File: config.mk
export PLATFORM = sky130hd
export DESIGN_NAME = engine_speed_control_loop
export DESIGN_NICKNAME = d
export VERILOG_FILES = /design/src/speed_loop_pkg.sv /design/src/engine_speed_control_loop.sv
export SDC_FILE = /design/constraint.sdc
export NUM_CORES = 2
export LEC_CHECK = 0
export BUFFER_PORTS_ARGS = -buffer_cell sky130_fd_sc_hd__buf_4
export CORE_UTILIZATION = 55
export CTS_BUF_LIST = sky130_fd_sc_hd__clkbuf_4
export DETAILED_ROUTE_END_ITERATION = 8
export PLACE_DENSITY = 0.73
export SYNTH_ARGS = -nofsm -noshare
export SYNTH_HDL_FRONTEND = slang
export SYNTH_SLANG_ARGS = --single-unit
File: constraint.sdc
create_clock -name sys_clk -period 56 [get_ports sys_clk]
set_input_delay 5.6 -clock sys_clk [delete_from_list [all_inputs] [get_ports sys_clk]]
set_output_delay 5.6 -clock sys_clk [all_outputs]
set_load 0.1 [all_outputs]
File: src/speed_loop_pkg.sv
// shared constants, register map and carrier types of the engine speed loop
package speed_loop_pkg;

  // ==========================================================================
  // timing
  localparam int CLK_HZ        = 10_000_000;           // sys_clk rate
  localparam int TICK_PERIOD_MS = 10;                  // loop update period
  localparam int TICK_CYCLES   = TICK_PERIOD_MS * (CLK_HZ / 1000);
  localparam int TICKS_PER_SEC = 1000 / TICK_PERIOD_MS;
  localparam int DIV_STEPS     = 32;                   // divider iterations
  localparam int GAIN_SHIFT    = 10;                   // gains are in 1/1024

  // ==========================================================================
  // numeric scale: percent values are in 0.01 % steps
  localparam logic [15:0] PCT_FULL  = 16'h2710;        // 100.00 %
  localparam logic [31:0] SCALE_10K = 32'h0000_2710;   // fixed-point scale

  // ==========================================================================
  // register offsets (byte addresses)
  localparam logic [7:0] OFS_OPTIONS = 8'h00;
  localparam logic [7:0] OFS_SPEED   = 8'h04;
  localparam logic [7:0] OFS_IDLE_DB = 8'h08;
  localparam logic [7:0] OFS_GAINS   = 8'h0C;
  localparam logic [7:0] OFS_TIMING  = 8'h10;
  localparam logic [7:0] OFS_NOMINAL = 8'h14;
  localparam logic [7:0] OFS_FIXED   = 8'h18;
  localparam logic [7:0] OFS_STATUS  = 8'h1C;
  localparam logic [7:0] OFS_OUTPUT  = 8'h20;

  // option and timing word field positions
  localparam int OPT_INVERT_BIT   = 0;
  localparam int OPT_NEEDLOAD_BIT = 1;
  localparam int OPT_SPINPUT_BIT  = 2;
  localparam int OPT_SPIDX_LSB    = 8;
  localparam int OPT_FBSEL_LSB    = 12;
  localparam int TIM_DELAY_LSB    = 8;
  localparam logic [3:0] FB_GEN_VOLTAGE = 4'h0;

  // ==========================================================================
  // carrier types
  typedef struct packed {
    logic        invert;
    logic        needLoad;
    logic        spInputEn;
    logic [3:0]  spIdx;
    logic [3:0]  fbSel;
    logic [15:0] minRpm;
    logic [15:0] maxRpm;
    logic [15:0] idlePct;
    logic [15:0] deadBand;
    logic [15:0] fastGain;
    logic [15:0] slowGain;
    logic [7:0]  rampRate;
    logic [15:0] loopDelay;
    logic [15:0] nominalRef;
    logic [15:0] ratedVolt;
    logic [15:0] fixedSp;
  } cfg_t;

  typedef struct packed {
    logic        valid;
    logic [15:0] rpm;
  } speed_req_t;

  typedef enum logic [3:0] {
    S_WAIT  = 4'b0001,
    S_DIV   = 4'b0010,
    S_APPLY = 4'b0100,
    S_SEND  = 4'b1000
  } loop_state_t;

  // ==========================================================================
  // values after reset
  localparam cfg_t CFG_RESET = '{
    invert: 1'b0, needLoad: 1'b0, spInputEn: 1'b0, spIdx: 4'h0, fbSel: 4'h0,
    minRpm: 16'h05DC, maxRpm: 16'h0708, idlePct: 16'h1388, deadBand: 16'h0000,
    fastGain: 16'h0066, slowGain: 16'h0066, rampRate: 8'h01,
    loopDelay: 16'h000A, nominalRef: 16'h0000, ratedVolt: 16'h0000,
    fixedSp: 16'h0000};

endpackage

File: src/engine_speed_control_loop.sv
// closed-loop engine speed regulator with ramped setpoint and rpm request
//
// The implementer's own choices: strobed register access and the placing of the registers.
`timescale 1ns/1ps
`default_nettype none

module engine_speed_control_loop
  import speed_loop_pkg::*;
#(
  parameter int TickCycles = TICK_CYCLES,
  parameter int NumAnalog  = 16
) (
  input  wire logic                       sys_clk,
  input  wire logic                       resetn,
  input  wire logic [7:0]                 regAddr,
  input  wire logic [31:0]                regWdata,
  input  wire logic                       regWrite,
  input  wire logic                       regRead,
  output logic      [31:0]                regRdata,
  input  wire logic                       engineRunning,
  input  wire logic                       engineCranking,
  input  wire logic                       engineStopping,
  input  wire logic                       generatorBreakerClosed,
  input  wire logic                       clutchEngaged,
  input  wire logic [15:0]                genVoltage,
  input  wire logic [NumAnalog-1:0][15:0] analogIn,
  output speed_req_t                      speedReq,
  output logic                            loopActive
);

  // ==========================================================================
  // helpers
  function automatic logic [31:0] mul10k(input logic [15:0] v);
    mul10k = {16'h0000, v} * SCALE_10K;
  endfunction

  function automatic logic [15:0] pickAnalog(input logic [3:0] idx);
    pickAnalog = 16'h0000;
    for (int i = 0; i < NumAnalog; i++) begin
      if (idx == i[3:0]) pickAnalog = analogIn[i];
    end
  endfunction

  function automatic logic [15:0] clampPct(input logic signed [35:0] v);
    if (v < 0) clampPct = 16'h0000;
    else if (v > $signed({20'h0_0000, PCT_FULL})) clampPct = PCT_FULL;
    else clampPct = v[15:0];
  endfunction

  // ==========================================================================
  // declarations
  cfg_t        cfg_reg;
  logic [4:0]  pinSync1_reg, pinSync2_reg;
  logic        runPrev_reg;
  logic [31:0] tickCnt_reg;
  logic        tick_reg;
  logic [7:0]  subSec_reg;
  logic [15:0] secCnt_reg;
  loop_state_t state_reg;
  logic [31:0] wspScaled_reg;
  logic [31:0] num_reg, quo_reg;
  logic [32:0] rem_reg;
  logic [15:0] den_reg;
  logic [5:0]  bitCnt_reg;
  logic        errNeg_reg;
  logic [15:0] integ_reg, cmdPct_reg;
  logic        rampBusy_reg, inBand_reg;

  logic        running, cranking, stopping, loadOk, engineStart, gateOk;
  logic [15:0] measVal, nominalVal, targetVal, errMag;
  logic [31:0] measScaled, targetScaled, rampStep;
  logic signed [17:0] errS;
  logic signed [35:0] pProd, iProd, integSum, cmdSum, rpmSum;
  logic [32:0] remShift;

  // ==========================================================================
  // pin synchronisers; loop logic reads only the second stage
  always_ff @(posedge sys_clk or negedge resetn) begin
    if (!resetn) begin
      pinSync1_reg <= 5'h00;
      pinSync2_reg <= 5'h00;
      runPrev_reg  <= 1'b0;
    end else begin
      pinSync1_reg <= {clutchEngaged, generatorBreakerClosed, engineStopping,
                       engineCranking, engineRunning};
      pinSync2_reg <= pinSync1_reg;
      runPrev_reg  <= pinSync2_reg[0];
    end
  end

  assign running     = pinSync2_reg[0];
  assign cranking    = pinSync2_reg[1];
  assign stopping    = pinSync2_reg[2];
  assign loadOk      = pinSync2_reg[3] | pinSync2_reg[4];
  assign engineStart = running & ~runPrev_reg;

  // ==========================================================================
  // register writes; gains reset to about 0.100
  always_ff @(posedge sys_clk or negedge resetn) begin
    if (!resetn) begin
      cfg_reg <= CFG_RESET;
    end else if (regWrite) begin
      case (regAddr)
        OFS_OPTIONS: begin
          cfg_reg.invert    <= regWdata[OPT_INVERT_BIT];
          cfg_reg.needLoad  <= regWdata[OPT_NEEDLOAD_BIT];
          cfg_reg.spInputEn <= regWdata[OPT_SPINPUT_BIT];
          cfg_reg.spIdx     <= regWdata[OPT_SPIDX_LSB +: 4];
          cfg_reg.fbSel     <= regWdata[OPT_FBSEL_LSB +: 4];
        end
        OFS_SPEED: begin
          cfg_reg.minRpm <= regWdata[15:0];
          cfg_reg.maxRpm <= regWdata[31:16];
        end
        OFS_IDLE_DB: begin
          cfg_reg.idlePct  <= regWdata[15:0];
          cfg_reg.deadBand <= regWdata[31:16];
        end
        OFS_GAINS: begin
          cfg_reg.fastGain <= regWdata[15:0];
          cfg_reg.slowGain <= regWdata[31:16];
        end
        OFS_TIMING: begin
          cfg_reg.rampRate  <= regWdata[7:0];
          cfg_reg.loopDelay <= regWdata[TIM_DELAY_LSB +: 16];
        end
        OFS_NOMINAL: begin
          cfg_reg.nominalRef <= regWdata[15:0];
          cfg_reg.ratedVolt  <= regWdata[31:16];
        end
        OFS_FIXED: cfg_reg.fixedSp <= regWdata[15:0];
        default: ;
      endcase
    end
  end

  // read data stands only in the cycle after the strobe
  always_ff @(posedge sys_clk or negedge resetn) begin
    if (!resetn) begin
      regRdata <= 32'h0000_0000;
    end else if (regRead) begin
      case (regAddr)
        OFS_OPTIONS: regRdata <= {16'h0000, cfg_reg.fbSel, cfg_reg.spIdx, 5'h00,
                                  cfg_reg.spInputEn, cfg_reg.needLoad, cfg_reg.invert};
        OFS_SPEED:   regRdata <= {cfg_reg.maxRpm, cfg_reg.minRpm};
        OFS_IDLE_DB: regRdata <= {cfg_reg.deadBand, cfg_reg.idlePct};
        OFS_GAINS:   regRdata <= {cfg_reg.slowGain, cfg_reg.fastGain};
        OFS_TIMING:  regRdata <= {8'h00, cfg_reg.loopDelay, cfg_reg.rampRate};
        OFS_NOMINAL: regRdata <= {cfg_reg.ratedVolt, cfg_reg.nominalRef};
        OFS_FIXED:   regRdata <= {16'h0000, cfg_reg.fixedSp};
        OFS_STATUS:  regRdata <= {13'h0000, inBand_reg, rampBusy_reg, loopActive,
                                  cmdPct_reg};
        OFS_OUTPUT:  regRdata <= {targetVal, speedReq.rpm};
        default:     regRdata <= 32'h0000_0000;
      endcase
    end else begin
      regRdata <= 32'h0000_0000;
    end
  end

  // ==========================================================================
  // loop tick and start-delay seconds
  always_ff @(posedge sys_clk or negedge resetn) begin
    if (!resetn) begin
      tickCnt_reg <= 32'h0000_0000;
      tick_reg    <= 1'b0;
    end else if (tickCnt_reg >= 32'(TickCycles - 1)) begin
      tickCnt_reg <= 32'h0000_0000;
      tick_reg    <= 1'b1;
    end else begin
      tickCnt_reg <= tickCnt_reg + 32'h0000_0001;
      tick_reg    <= 1'b0;
    end
  end

  // seconds since the real start; saturates so a long run never wraps
  always_ff @(posedge sys_clk or negedge resetn) begin
    if (!resetn) begin
      subSec_reg <= 8'h00;
      secCnt_reg <= 16'h0000;
    end else if (engineStart || !running) begin
      subSec_reg <= 8'h00;
      secCnt_reg <= 16'h0000;
    end else if (tick_reg) begin
      if (subSec_reg == 8'(TICKS_PER_SEC - 1)) begin
        subSec_reg <= 8'h00;
        if (secCnt_reg != 16'hFFFF) secCnt_reg <= secCnt_reg + 16'h0001;
      end else begin
        subSec_reg <= subSec_reg + 8'h01;
      end
    end
  end

  // loop gate: running, not in a start/stop phase, delay over, load if asked
  assign gateOk = running & ~cranking & ~stopping & ~engineStart &
                  (secCnt_reg >= cfg_reg.loopDelay) &
                  (~cfg_reg.needLoad | loadOk);

  always_ff @(posedge sys_clk or negedge resetn) begin
    if (!resetn) loopActive <= 1'b0;
    else loopActive <= gateOk;
  end

  // ==========================================================================
  // feedback, nominal and target selection
  always_comb begin
    if (cfg_reg.fbSel == FB_GEN_VOLTAGE) measVal = genVoltage;
    else measVal = pickAnalog(cfg_reg.fbSel);
    if (cfg_reg.fbSel == FB_GEN_VOLTAGE && cfg_reg.nominalRef == 16'h0000)
      nominalVal = cfg_reg.ratedVolt;
    else nominalVal = cfg_reg.nominalRef;
    if (cfg_reg.spInputEn) targetVal = pickAnalog(cfg_reg.spIdx);
    else if (cfg_reg.fixedSp != 16'h0000) targetVal = cfg_reg.fixedSp;
    else targetVal = cfg_reg.ratedVolt;
  end

  assign measScaled   = mul10k(measVal);
  assign targetScaled = mul10k(targetVal);
  // scaled by 1e4 and stepped 100 times a second: rate * nominal per tick
  assign rampStep     = {16'h0000, 8'h00, cfg_reg.rampRate} * {16'h0000, nominalVal};

  // ==========================================================================
  // working setpoint: tracks the measurement while idle, then ramps
  always_ff @(posedge sys_clk or negedge resetn) begin
    if (!resetn) begin
      wspScaled_reg <= 32'h0000_0000;
      rampBusy_reg  <= 1'b0;
    end else if (tick_reg && state_reg == S_WAIT) begin
      rampBusy_reg <= 1'b0;
      if (!loopActive) begin
        wspScaled_reg <= measScaled;  // ramp starts from the actual value
      end else if (cfg_reg.rampRate == 8'h00 || cfg_reg.rampRate == 8'h64) begin
        wspScaled_reg <= targetScaled;
      end else if (wspScaled_reg + rampStep < targetScaled) begin
        wspScaled_reg <= wspScaled_reg + rampStep;
        rampBusy_reg  <= 1'b1;
      end else if (wspScaled_reg > targetScaled + rampStep) begin
        wspScaled_reg <= wspScaled_reg - rampStep;
        rampBusy_reg  <= 1'b1;
      end else begin
        wspScaled_reg <= targetScaled;
      end
    end
  end

  // ==========================================================================
  // sequencer: launch divide on tick, apply result, send the request
  assign remShift = {rem_reg[31:0], num_reg[31]};

  always_ff @(posedge sys_clk or negedge resetn) begin
    if (!resetn) begin
      state_reg  <= S_WAIT;
      num_reg    <= 32'h0000_0000;
      quo_reg    <= 32'h0000_0000;
      rem_reg    <= 33'h0_0000_0000;
      den_reg    <= 16'h0000;
      bitCnt_reg <= 6'h00;
      errNeg_reg <= 1'b0;
    end else begin
      case (state_reg)
        S_WAIT: if (tick_reg) begin
          // scaled difference over nominal gives error in 0.01 % steps
          if (wspScaled_reg >= measScaled) num_reg <= wspScaled_reg - measScaled;
          else num_reg <= measScaled - wspScaled_reg;
          errNeg_reg <= (wspScaled_reg < measScaled) ^ cfg_reg.invert;
          den_reg    <= nominalVal;
          rem_reg    <= 33'h0_0000_0000;
          quo_reg    <= 32'h0000_0000;
          bitCnt_reg <= 6'(DIV_STEPS);
          state_reg  <= S_DIV;
        end
        S_DIV: begin
          num_reg <= {num_reg[30:0], 1'b0};
          if (remShift >= {17'h0_0000, den_reg}) begin
            rem_reg <= remShift - {17'h0_0000, den_reg};
            quo_reg <= {quo_reg[30:0], 1'b1};
          end else begin
            rem_reg <= remShift;
            quo_reg <= {quo_reg[30:0], 1'b0};
          end
          bitCnt_reg <= bitCnt_reg - 6'h01;
          if (bitCnt_reg == 6'h01) state_reg <= S_APPLY;
        end
        S_APPLY: state_reg <= S_SEND;
        S_SEND:  state_reg <= S_WAIT;
        default: state_reg <= S_WAIT;
      endcase
    end
  end

  // ==========================================================================
  // control law: fast gain on error, slow gain on accumulated error
  always_comb begin
    if (den_reg == 16'h0000) errMag = 16'h0000;
    else if (quo_reg > {16'h0000, PCT_FULL}) errMag = PCT_FULL;
    else errMag = quo_reg[15:0];
    errS     = errNeg_reg ? -$signed({2'b00, errMag}) : $signed({2'b00, errMag});
    pProd    = 36'($signed({1'b0, cfg_reg.fastGain}) * errS);
    iProd    = 36'($signed({1'b0, cfg_reg.slowGain}) * errS);
    integSum = $signed({20'h0_0000, integ_reg}) + (iProd >>> GAIN_SHIFT);
    cmdSum   = $signed({20'h0_0000, clampPct(integSum)}) + (pProd >>> GAIN_SHIFT);
  end

  always_ff @(posedge sys_clk or negedge resetn) begin
    if (!resetn) begin
      integ_reg  <= CFG_RESET.idlePct;
      cmdPct_reg <= CFG_RESET.idlePct;
      inBand_reg <= 1'b0;
    end else if (engineStart) begin
      integ_reg  <= cfg_reg.idlePct;
      cmdPct_reg <= cfg_reg.idlePct;
      inBand_reg <= 1'b0;
    end else if (state_reg == S_APPLY) begin
      if (!loopActive) begin
        integ_reg  <= cfg_reg.idlePct;
        cmdPct_reg <= cfg_reg.idlePct;
        inBand_reg <= 1'b0;
      end else if (den_reg == 16'h0000 || errMag < cfg_reg.deadBand) begin
        inBand_reg <= 1'b1;
      end else begin
        integ_reg  <= clampPct(integSum);
        cmdPct_reg <= clampPct(cmdSum);
        inBand_reg <= 1'b0;
      end
    end
  end

  // ==========================================================================
  // rpm request; a reversed min/max span is kept signed, not swapped
  always_comb begin
    rpmSum = ($signed({20'h0_0000, cfg_reg.maxRpm}) - $signed({20'h0_0000, cfg_reg.minRpm}))
             * $signed({20'h0_0000, cmdPct_reg});
    rpmSum = $signed({20'h0_0000, cfg_reg.minRpm})
             + rpmSum / $signed({20'h0_0000, PCT_FULL});
  end

  // one request per tick, handed to the CAN transmitter as a pulse
  always_ff @(posedge sys_clk or negedge resetn) begin
    if (!resetn) begin
      speedReq <= '{valid: 1'b0, rpm: CFG_RESET.minRpm};
    end else begin
      speedReq.valid <= (state_reg == S_SEND);
      if (state_reg == S_SEND) speedReq.rpm <= rpmSum[15:0];
    end
  end

  // ==========================================================================
  // checks
  a_idle_inactive: assert property (@(posedge sys_clk) disable iff (!resetn)
    (state_reg == S_APPLY && !loopActive && !engineStart) |=>
      cmdPct_reg == $past(cfg_reg.idlePct))
    else $error("inactive loop did not output idle command");
  a_idle_start_stop: assert property (@(posedge sys_clk) disable iff (!resetn)
    (cranking || stopping) |=> !loopActive)
    else $error("loop active during start or stop phase");
  a_cmd_range: assert property (@(posedge sys_clk) disable iff (!resetn)
    cmdPct_reg <= PCT_FULL && integ_reg <= PCT_FULL)
    else $error("command or integral outside 0..100 percent");
  a_band_hold: assert property (@(posedge sys_clk) disable iff (!resetn)
    (state_reg == S_APPLY && loopActive && !engineStart && errMag < cfg_reg.deadBand)
      |=> $stable(cmdPct_reg) && $stable(integ_reg))
    else $error("command moved inside dead band");
  a_activation_gate: assert property (@(posedge sys_clk) disable iff (!resetn)
    $rose(loopActive) |-> $past(secCnt_reg >= cfg_reg.loopDelay)
      && ($past(!cfg_reg.needLoad) || $past(loadOk)))
    else $error("loop enabled before delay or without load");
  a_rpm_ends: assert property (@(posedge sys_clk) disable iff (!resetn)
    (speedReq.valid && $stable(cfg_reg.minRpm) && $stable(cfg_reg.maxRpm))
      |-> (cmdPct_reg != 16'h0000 || speedReq.rpm == cfg_reg.minRpm)
       && (cmdPct_reg != PCT_FULL || speedReq.rpm == cfg_reg.maxRpm))
    else $error("rpm request does not match range ends");
  a_ramp_bypass: assert property (@(posedge sys_clk) disable iff (!resetn)
    (tick_reg && state_reg == S_WAIT && loopActive
      && (cfg_reg.rampRate == 8'h00 || cfg_reg.rampRate == 8'h64))
      |=> wspScaled_reg == $past(targetScaled))
    else $error("disabled ramp did not apply target");
  a_ramp_step: assert property (@(posedge sys_clk) disable iff (!resetn)
    (tick_reg && state_reg == S_WAIT && loopActive && wspScaled_reg + rampStep
      < targetScaled && cfg_reg.rampRate != 8'h00 && cfg_reg.rampRate != 8'h64)
      |=> wspScaled_reg == $past(wspScaled_reg) + $past(rampStep))
    else $error("ramp step wrong");
  a_err_sign: assert property (@(posedge sys_clk) disable iff (!resetn)
    (tick_reg && state_reg == S_WAIT && wspScaled_reg > measScaled)
      |=> errNeg_reg == $past(cfg_reg.invert))
    else $error("error sign does not follow inversion bit");
  a_update_timing: assert property (@(posedge sys_clk) disable iff (!resetn)
    (tick_reg && state_reg == S_WAIT) |-> ##33 state_reg == S_APPLY ##2 speedReq.valid)
    else $error("loop update sequence timing wrong");

  c_activation: cover property (@(posedge sys_clk) disable iff (!resetn) $rose(loopActive));
  c_in_band:    cover property (@(posedge sys_clk) disable iff (!resetn) $rose(inBand_reg));
  c_ramping:    cover property (@(posedge sys_clk) disable iff (!resetn) $rose(rampBusy_reg));
  c_inverted:   cover property (@(posedge sys_clk) disable iff (!resetn)
    speedReq.valid && cfg_reg.invert && loopActive);

endmodule

`default_nettype wire

* Word level (Yosys, flattened, before mapping)
Cells that the tools add are included.
** Cells by class
- Reductions and logical operators :: 30
- Multipliers :: 6
- Bitwise logic cells :: 14
- Add/sub/neg operators :: 15
- Magnitude comparators :: 13
- Div/mod/pow operators :: 1
- Muxes and demuxes :: 87
- Shift operators :: 0
- Equal/unequal tests :: 49
** Operator list (number)
- $mux W16 :: 53
- $mux W32 :: 11
- $pmux W32 S9 :: 1
- $pmux W32 S2 :: 3
- $mul A17 B18 Y35 :: 2
- $eq A4 B4 Y1 const B :: 17
- $lt A32 B30 Y1 :: 2
- $add A17 B25 Y26 :: 2
- $gt A26 B15 Y1 const B :: 2
- $lt A26 B1 Y1 const B :: 2
- $mul A16 B10 Y26 const B :: 2
- $div A36 B15 Y36 const B :: 1
- $eq A4 B3 Y1 const B :: 9
- $mul A17 B17 Y34 :: 1
- $ge A33 B16 Y1 :: 1
- $add A32 B1 Y32 const B :: 1
- $add A32 B24 Y32 :: 1
- $eq A8 B5 Y1 const B :: 4
- $ge A32 B17 Y1 const B :: 1
- $ge A32 B30 Y1 :: 1
- $gt A32 B14 Y1 const B :: 1
- $gt A32 B31 Y1 :: 1
- $logic_not A16 Y1 :: 2
- $sub A30 B32 Y32 :: 1
- 43 further kinds :: 93
** Word-level totals
- Latch bits :: 0
- RAM bits :: 0
- Memories kept :: 0
- Output and inout bits :: 50
- Memory bits (read-only) :: 0
- Flip-flop bits (word level) :: 486
- Logic and storage cells :: 254

* Longest topological paths before layout
- Word-level depth :: 25
- Depth in mapped cells :: 142

* Worst setup path after synthesis
No wires, ideal clock.
- Path kind :: reg-to-reg
- Start point :: reg cfg_reg[154] (netlist name)
- End point :: reg speedReq[15] (netlist name)
- Buffers on the path :: 5
- Setup slack :: 26.963 ns
- Required time :: 55.868 ns
- Data arrival time :: 28.905 ns
- Stages on the path, launching flop included :: 125
- Period minus slack after synthesis :: 29.037 ns
- Library setup time :: 0.132 ns
- Cells stage by stage :: dfstp_2 > inv_1 > ha_1 > nor2b_1 > o21ai_0 > nand2b_1 > a21o_1 > a21o_1 > a21o_1 > a21o_1 > a21o_1 > a21o_1 > a21o_1 > a21o_1 > a21o_1 > a21o_1 > a21o_1 > a21oi_1 > (+89 left out) > a21o_1 > a21oi_1 > o21bai_1 > a21oi_1 > o21bai_1 > a21oi_1 > o21bai_1 > a21oi_1 > o21bai_1 > a21oi_1 > o21bai_1 > a21oi_1 > xnor2_1 > xnor2_1 > nor2_1 > and4_1 > a221oi_1 > o21ai_1
** Between the ends
- Cells in the longest elaborated chain, start to end :: 4
** Ends and longest elaborated chain
- start: declaration :: RTL line engine_speed_control_loop.sv:52 : cfg_t cfg_reg;
- $sub A16 B16 Y17 :: RTL line engine_speed_control_loop.sv:331 : rpmSum = ($signed({20'h0_0000, cfg_reg.maxRpm}) - $signed({20'h0_0000, cfg_reg.minRpm}))
- $mul A17 B17 Y34 :: RTL line engine_speed_control_loop.sv:332 : * $signed({20'h0_0000, cmdPct_reg});
- $div A36 B15 Y36 :: RTL line engine_speed_control_loop.sv:334 : + rpmSum / $signed({20'h0_0000, PCT_FULL});
- $add A16 B16 Y16 (*) :: RTL line engine_speed_control_loop.sv:334
- end signal: assignment :: RTL line engine_speed_control_loop.sv:340 : speedReq <= '{valid: 1'b0, rpm: CFG_RESET.minRpm};
- end: declaration :: RTL line engine_speed_control_loop.sv:27 : output speed_req_t speedReq,
Mark *: on every way between the ends. The rest lies on a longest branch, timed or not.
A chain may end at the register's enable or synchronous reset.

* Worst setup path in the final report
Ends and elaborated chain as after synthesis.

==> flow_summary.json <==
{
  "status": "finished with violations",
  "violations": "DRC",
  "worstPathMaxFanout": 16,
  "wire_per_inst_microns": 23.50,
  "drive_above_1_share_pct": 11.23,
  "post_cts_resized": 0,
  "cp_slowest_cell": "a21oi_1",
  "crit_required_ns": 56.96,
  "async_reset_ff_share_pct": 100.0,
  "period_needed_ns": 35.86,
  "drv_slew": 0,
  "timing.fmax_ghz": 0.02789,
  "postCtsSetupBuffers": 0,
  "cp_slowest_stage_delay_ns": 1.04,
  "dieArea_sq_mm": 0.1583,
  "core_area_sq_mm": 0.1548,
  "yosysMostFrequentCell": "inv_1",
  "largest_reg_flops": 179,
  "yosysUniqueCellTypes": 156,
  "cp_data_arrival_time_ns": 36.82,
  "clockBufferDepth": 3,
  "ios": 371,
  "drc": 1,
  "ys_seq_area_share_pct": 14.18,
  "post_drt_via_cell_ratio": 6.089,
  "path_clk_slew_ns": 0.06,
  "startpoint_type": "flip-flop",
  "cap_viol_max_count": 0,
  "fin_worst_skew_ns": 0.1173,
  "ff2ff_path_depth": 118,
  "cts_buffers": 139,
  "rsz0062_at_grt": "no",
  "initial_core_util_pct": 55.68,
  "htreeDepth": 4,
  "clock_sinks": 486,
  "holdPathStages": 0,
  "ys_top_cells_by_area": "fa_1 (24%), dfrtp_1 (13%), ha_1 (11%)",
  "synth_edf_count": 0,
  "crit_cells": 118,
  "first_iter_violations": 6974,
  "crit_type": "reg2reg",
  "cts_tree": "done",
  "num_vias": 76730,
  "n_fill_cell": 13870,
  "ys_warn_count": 0,
  "wl_mm": 296.1,
  "synth_cells": 10210,
  "finalSetupViolations": 0,
  "yosys.area.top_type": "fa_1",
  "finalNetCount": 12510,
  "die_h_microns": 397.8,
  "area_growth_pct": 8.026,
  "gp_congestion": 1.011,
  "hold_buffers": 0,
  "avgSynthCellArea_sq_um": 8.440,
  "crit_family": "compound AO/OA/AOI/OAI gates",
  "synth.top_cells.by_count": "inv_1 (1,694), nand2_1 (1,047), fa_1 (1,024)",
  "hpwl_mm": 237.0,
  "setup_tns_ns": 0,
  "ant_nets": 0,
  "hold_viol_final": 0,
  "drt-pass1-iter-count": 9,
  "fp-row-count": 144,
  "endpoint_kind": "flip-flop",
  "place.port_buffers": 370,
  "seq_area_sq_mm": 0.01222,
  "synth_area_sq_mm": 0.08618,
  "synth_top_area_share_pct": 23.79,
  "maxSlewHeadroom_pct": 9.310,
  "grt_usage_pct": 37.57,
  "grt_start_max_net_pins": 101,
  "synthFlopType": "dfrtp_1",
  "critPathBufInv": 5,
  "ys_ff_latch": 486,
  "fp.dieW_microns": 397.8,
  "period_share_pct": 64.04,
  "grt_remaining_overflow": 0,
  "antenna_found_initial": 26,
  "insertion_delay_ns": 1.20,
  "tightest_slew_ns": 1.360,
  "hold_path.class": "reg2reg",
  "cts_root_buf": "clkbuf_4",
  "multi_input_area_sq_mm": 0.06626,
  "first_global_vias": 77750,
  "grt_first_pass_wirelength_mm": 455.9
}
-- layout make-up --
class / instances / area share (%)
clock inverters: 51 / 0.3831
flip-flops and latches: 486 / 13.13
repair buffers: 504 / 4.072
well taps: 2044 / 2.747
inverters: 1696 / 6.839
diodes: 26 / 0.06989
multi-input cells: 7598 / 71.18
clock buffers: 196 / 1.581
-- through the flow --
| stage | setup WS (ns) | instances | hold WS [ns] | util, % | instance area, sq um |
|---|---|---|---|---|---|
| 5_1_grt | 17.59 | 12600 | 0.3630 | 60.14 | 93080 |
| 6_report | 20.14 | 12600 | 0.3482 | 60.15 | 93090 |
| 3_5_place_dp | 20.94 | 12330 | 0.3371 | 58.93 | 91200 |
| 2_1_floorplan | 26.96 | 10230 | 0.3312 | - | 86240 |
| 3_3_place_gp | 21.63 | 12330 | 0.3319 | 58.93 | 91200 |
| 4_1_cts | 20.75 | 12580 | 0.3500 | 60.11 | 93030 |
-- per-layer routing --
| layer | routed length (microns) | global-route usage (%) |
|---|---|---|
| met1 | 115700 | 47.04 |
| met2 | 137300 | 61.04 |
| met3 | 23650 | 6.521 |
| met4 | 19430 | 21.85 |
| met5 | 60 | 0 |
-- logic make-up (layout without fill, tap and decap cells) --
| kind of cell | Yosys count | count (layout) | synth area share [%] |
|---|---|---|---|
| compound gates | 2189 | 2189 | 17.17 |
| xor+xnor | 467 | 467 | 4.868 |
| fa+ha+maj | 1770 | 1770 | 34.59 |
| buf+inv | 2144 | 2447 | 9.442 |
| flops | 486 | 486 | 14.18 |
| mux | 242 | 242 | 3.109 |
| other cells | 1 | 45 | 0.004352 |
| simple gates | 2911 | 2911 | 16.64 |
-- worst reg2reg max path: cells and delay by family (launching register included) --
family | cells | cell delay [ns]
flops | 1 | 0.53
xor+xnor | 10 | 4.68
fa+ha+maj | 10 | 4.58
compound gates | 68 | 18.08
simple gates | 22 | 6.02
mux | 3 | 1.13
buf+inv | 5 | 0.61
-- cell usage in the layout (no fill, tap or decap), types with 46 or more instances in the layout --
master    instances
a21o_1          162
mux2_2          177
o211ai_1         46
buf_4           503
ha_1            736
and3_1           79
a22oi_1         137
nor2b_1          81
nor3_1          139
a31oi_1          81
inv_1          1694
xor2_1          112
fa_1           1024
o21a_1           70
o21ai_0         380
and2_1          426
xnor2_1         319
a21oi_1         639
nand2_1        1047
nand2b_1         86
dfrtp_1         440
nand3_1         220
nor2_1          483
o21bai_1        132
nor4_1           47
mux2i_1          56
nand4_1          70
clkbuf_4        196
-- path summary, 6_finish.rpt --
path                                           start                         to  slack, ns
min in group asynchronous                     resetn    num_reg[25]$_DFFE_PN0P_       4.47
setup / recovery            cfg_reg[154]$_DFFE_PN1P_   speedReq[15]$_DFFE_PN0P_      20.14
max in group asynchronous                     resetn  integ_reg[14]$_DFFE_PN0P_      48.95
hold / removal             pinSync1_reg[4]$_DFF_PN0_  pinSync2_reg[4]$_DFF_PN0_       0.35
hold reg to reg            pinSync1_reg[4]$_DFF_PN0_  pinSync2_reg[4]$_DFF_PN0_       0.35
setup reg to reg            cfg_reg[154]$_DFFE_PN1P_   speedReq[15]$_DFFE_PN0P_      20.14
Power is not shown: default switching activity piles up to over one toggle a cycle in this logic, so the estimate is an artifact.
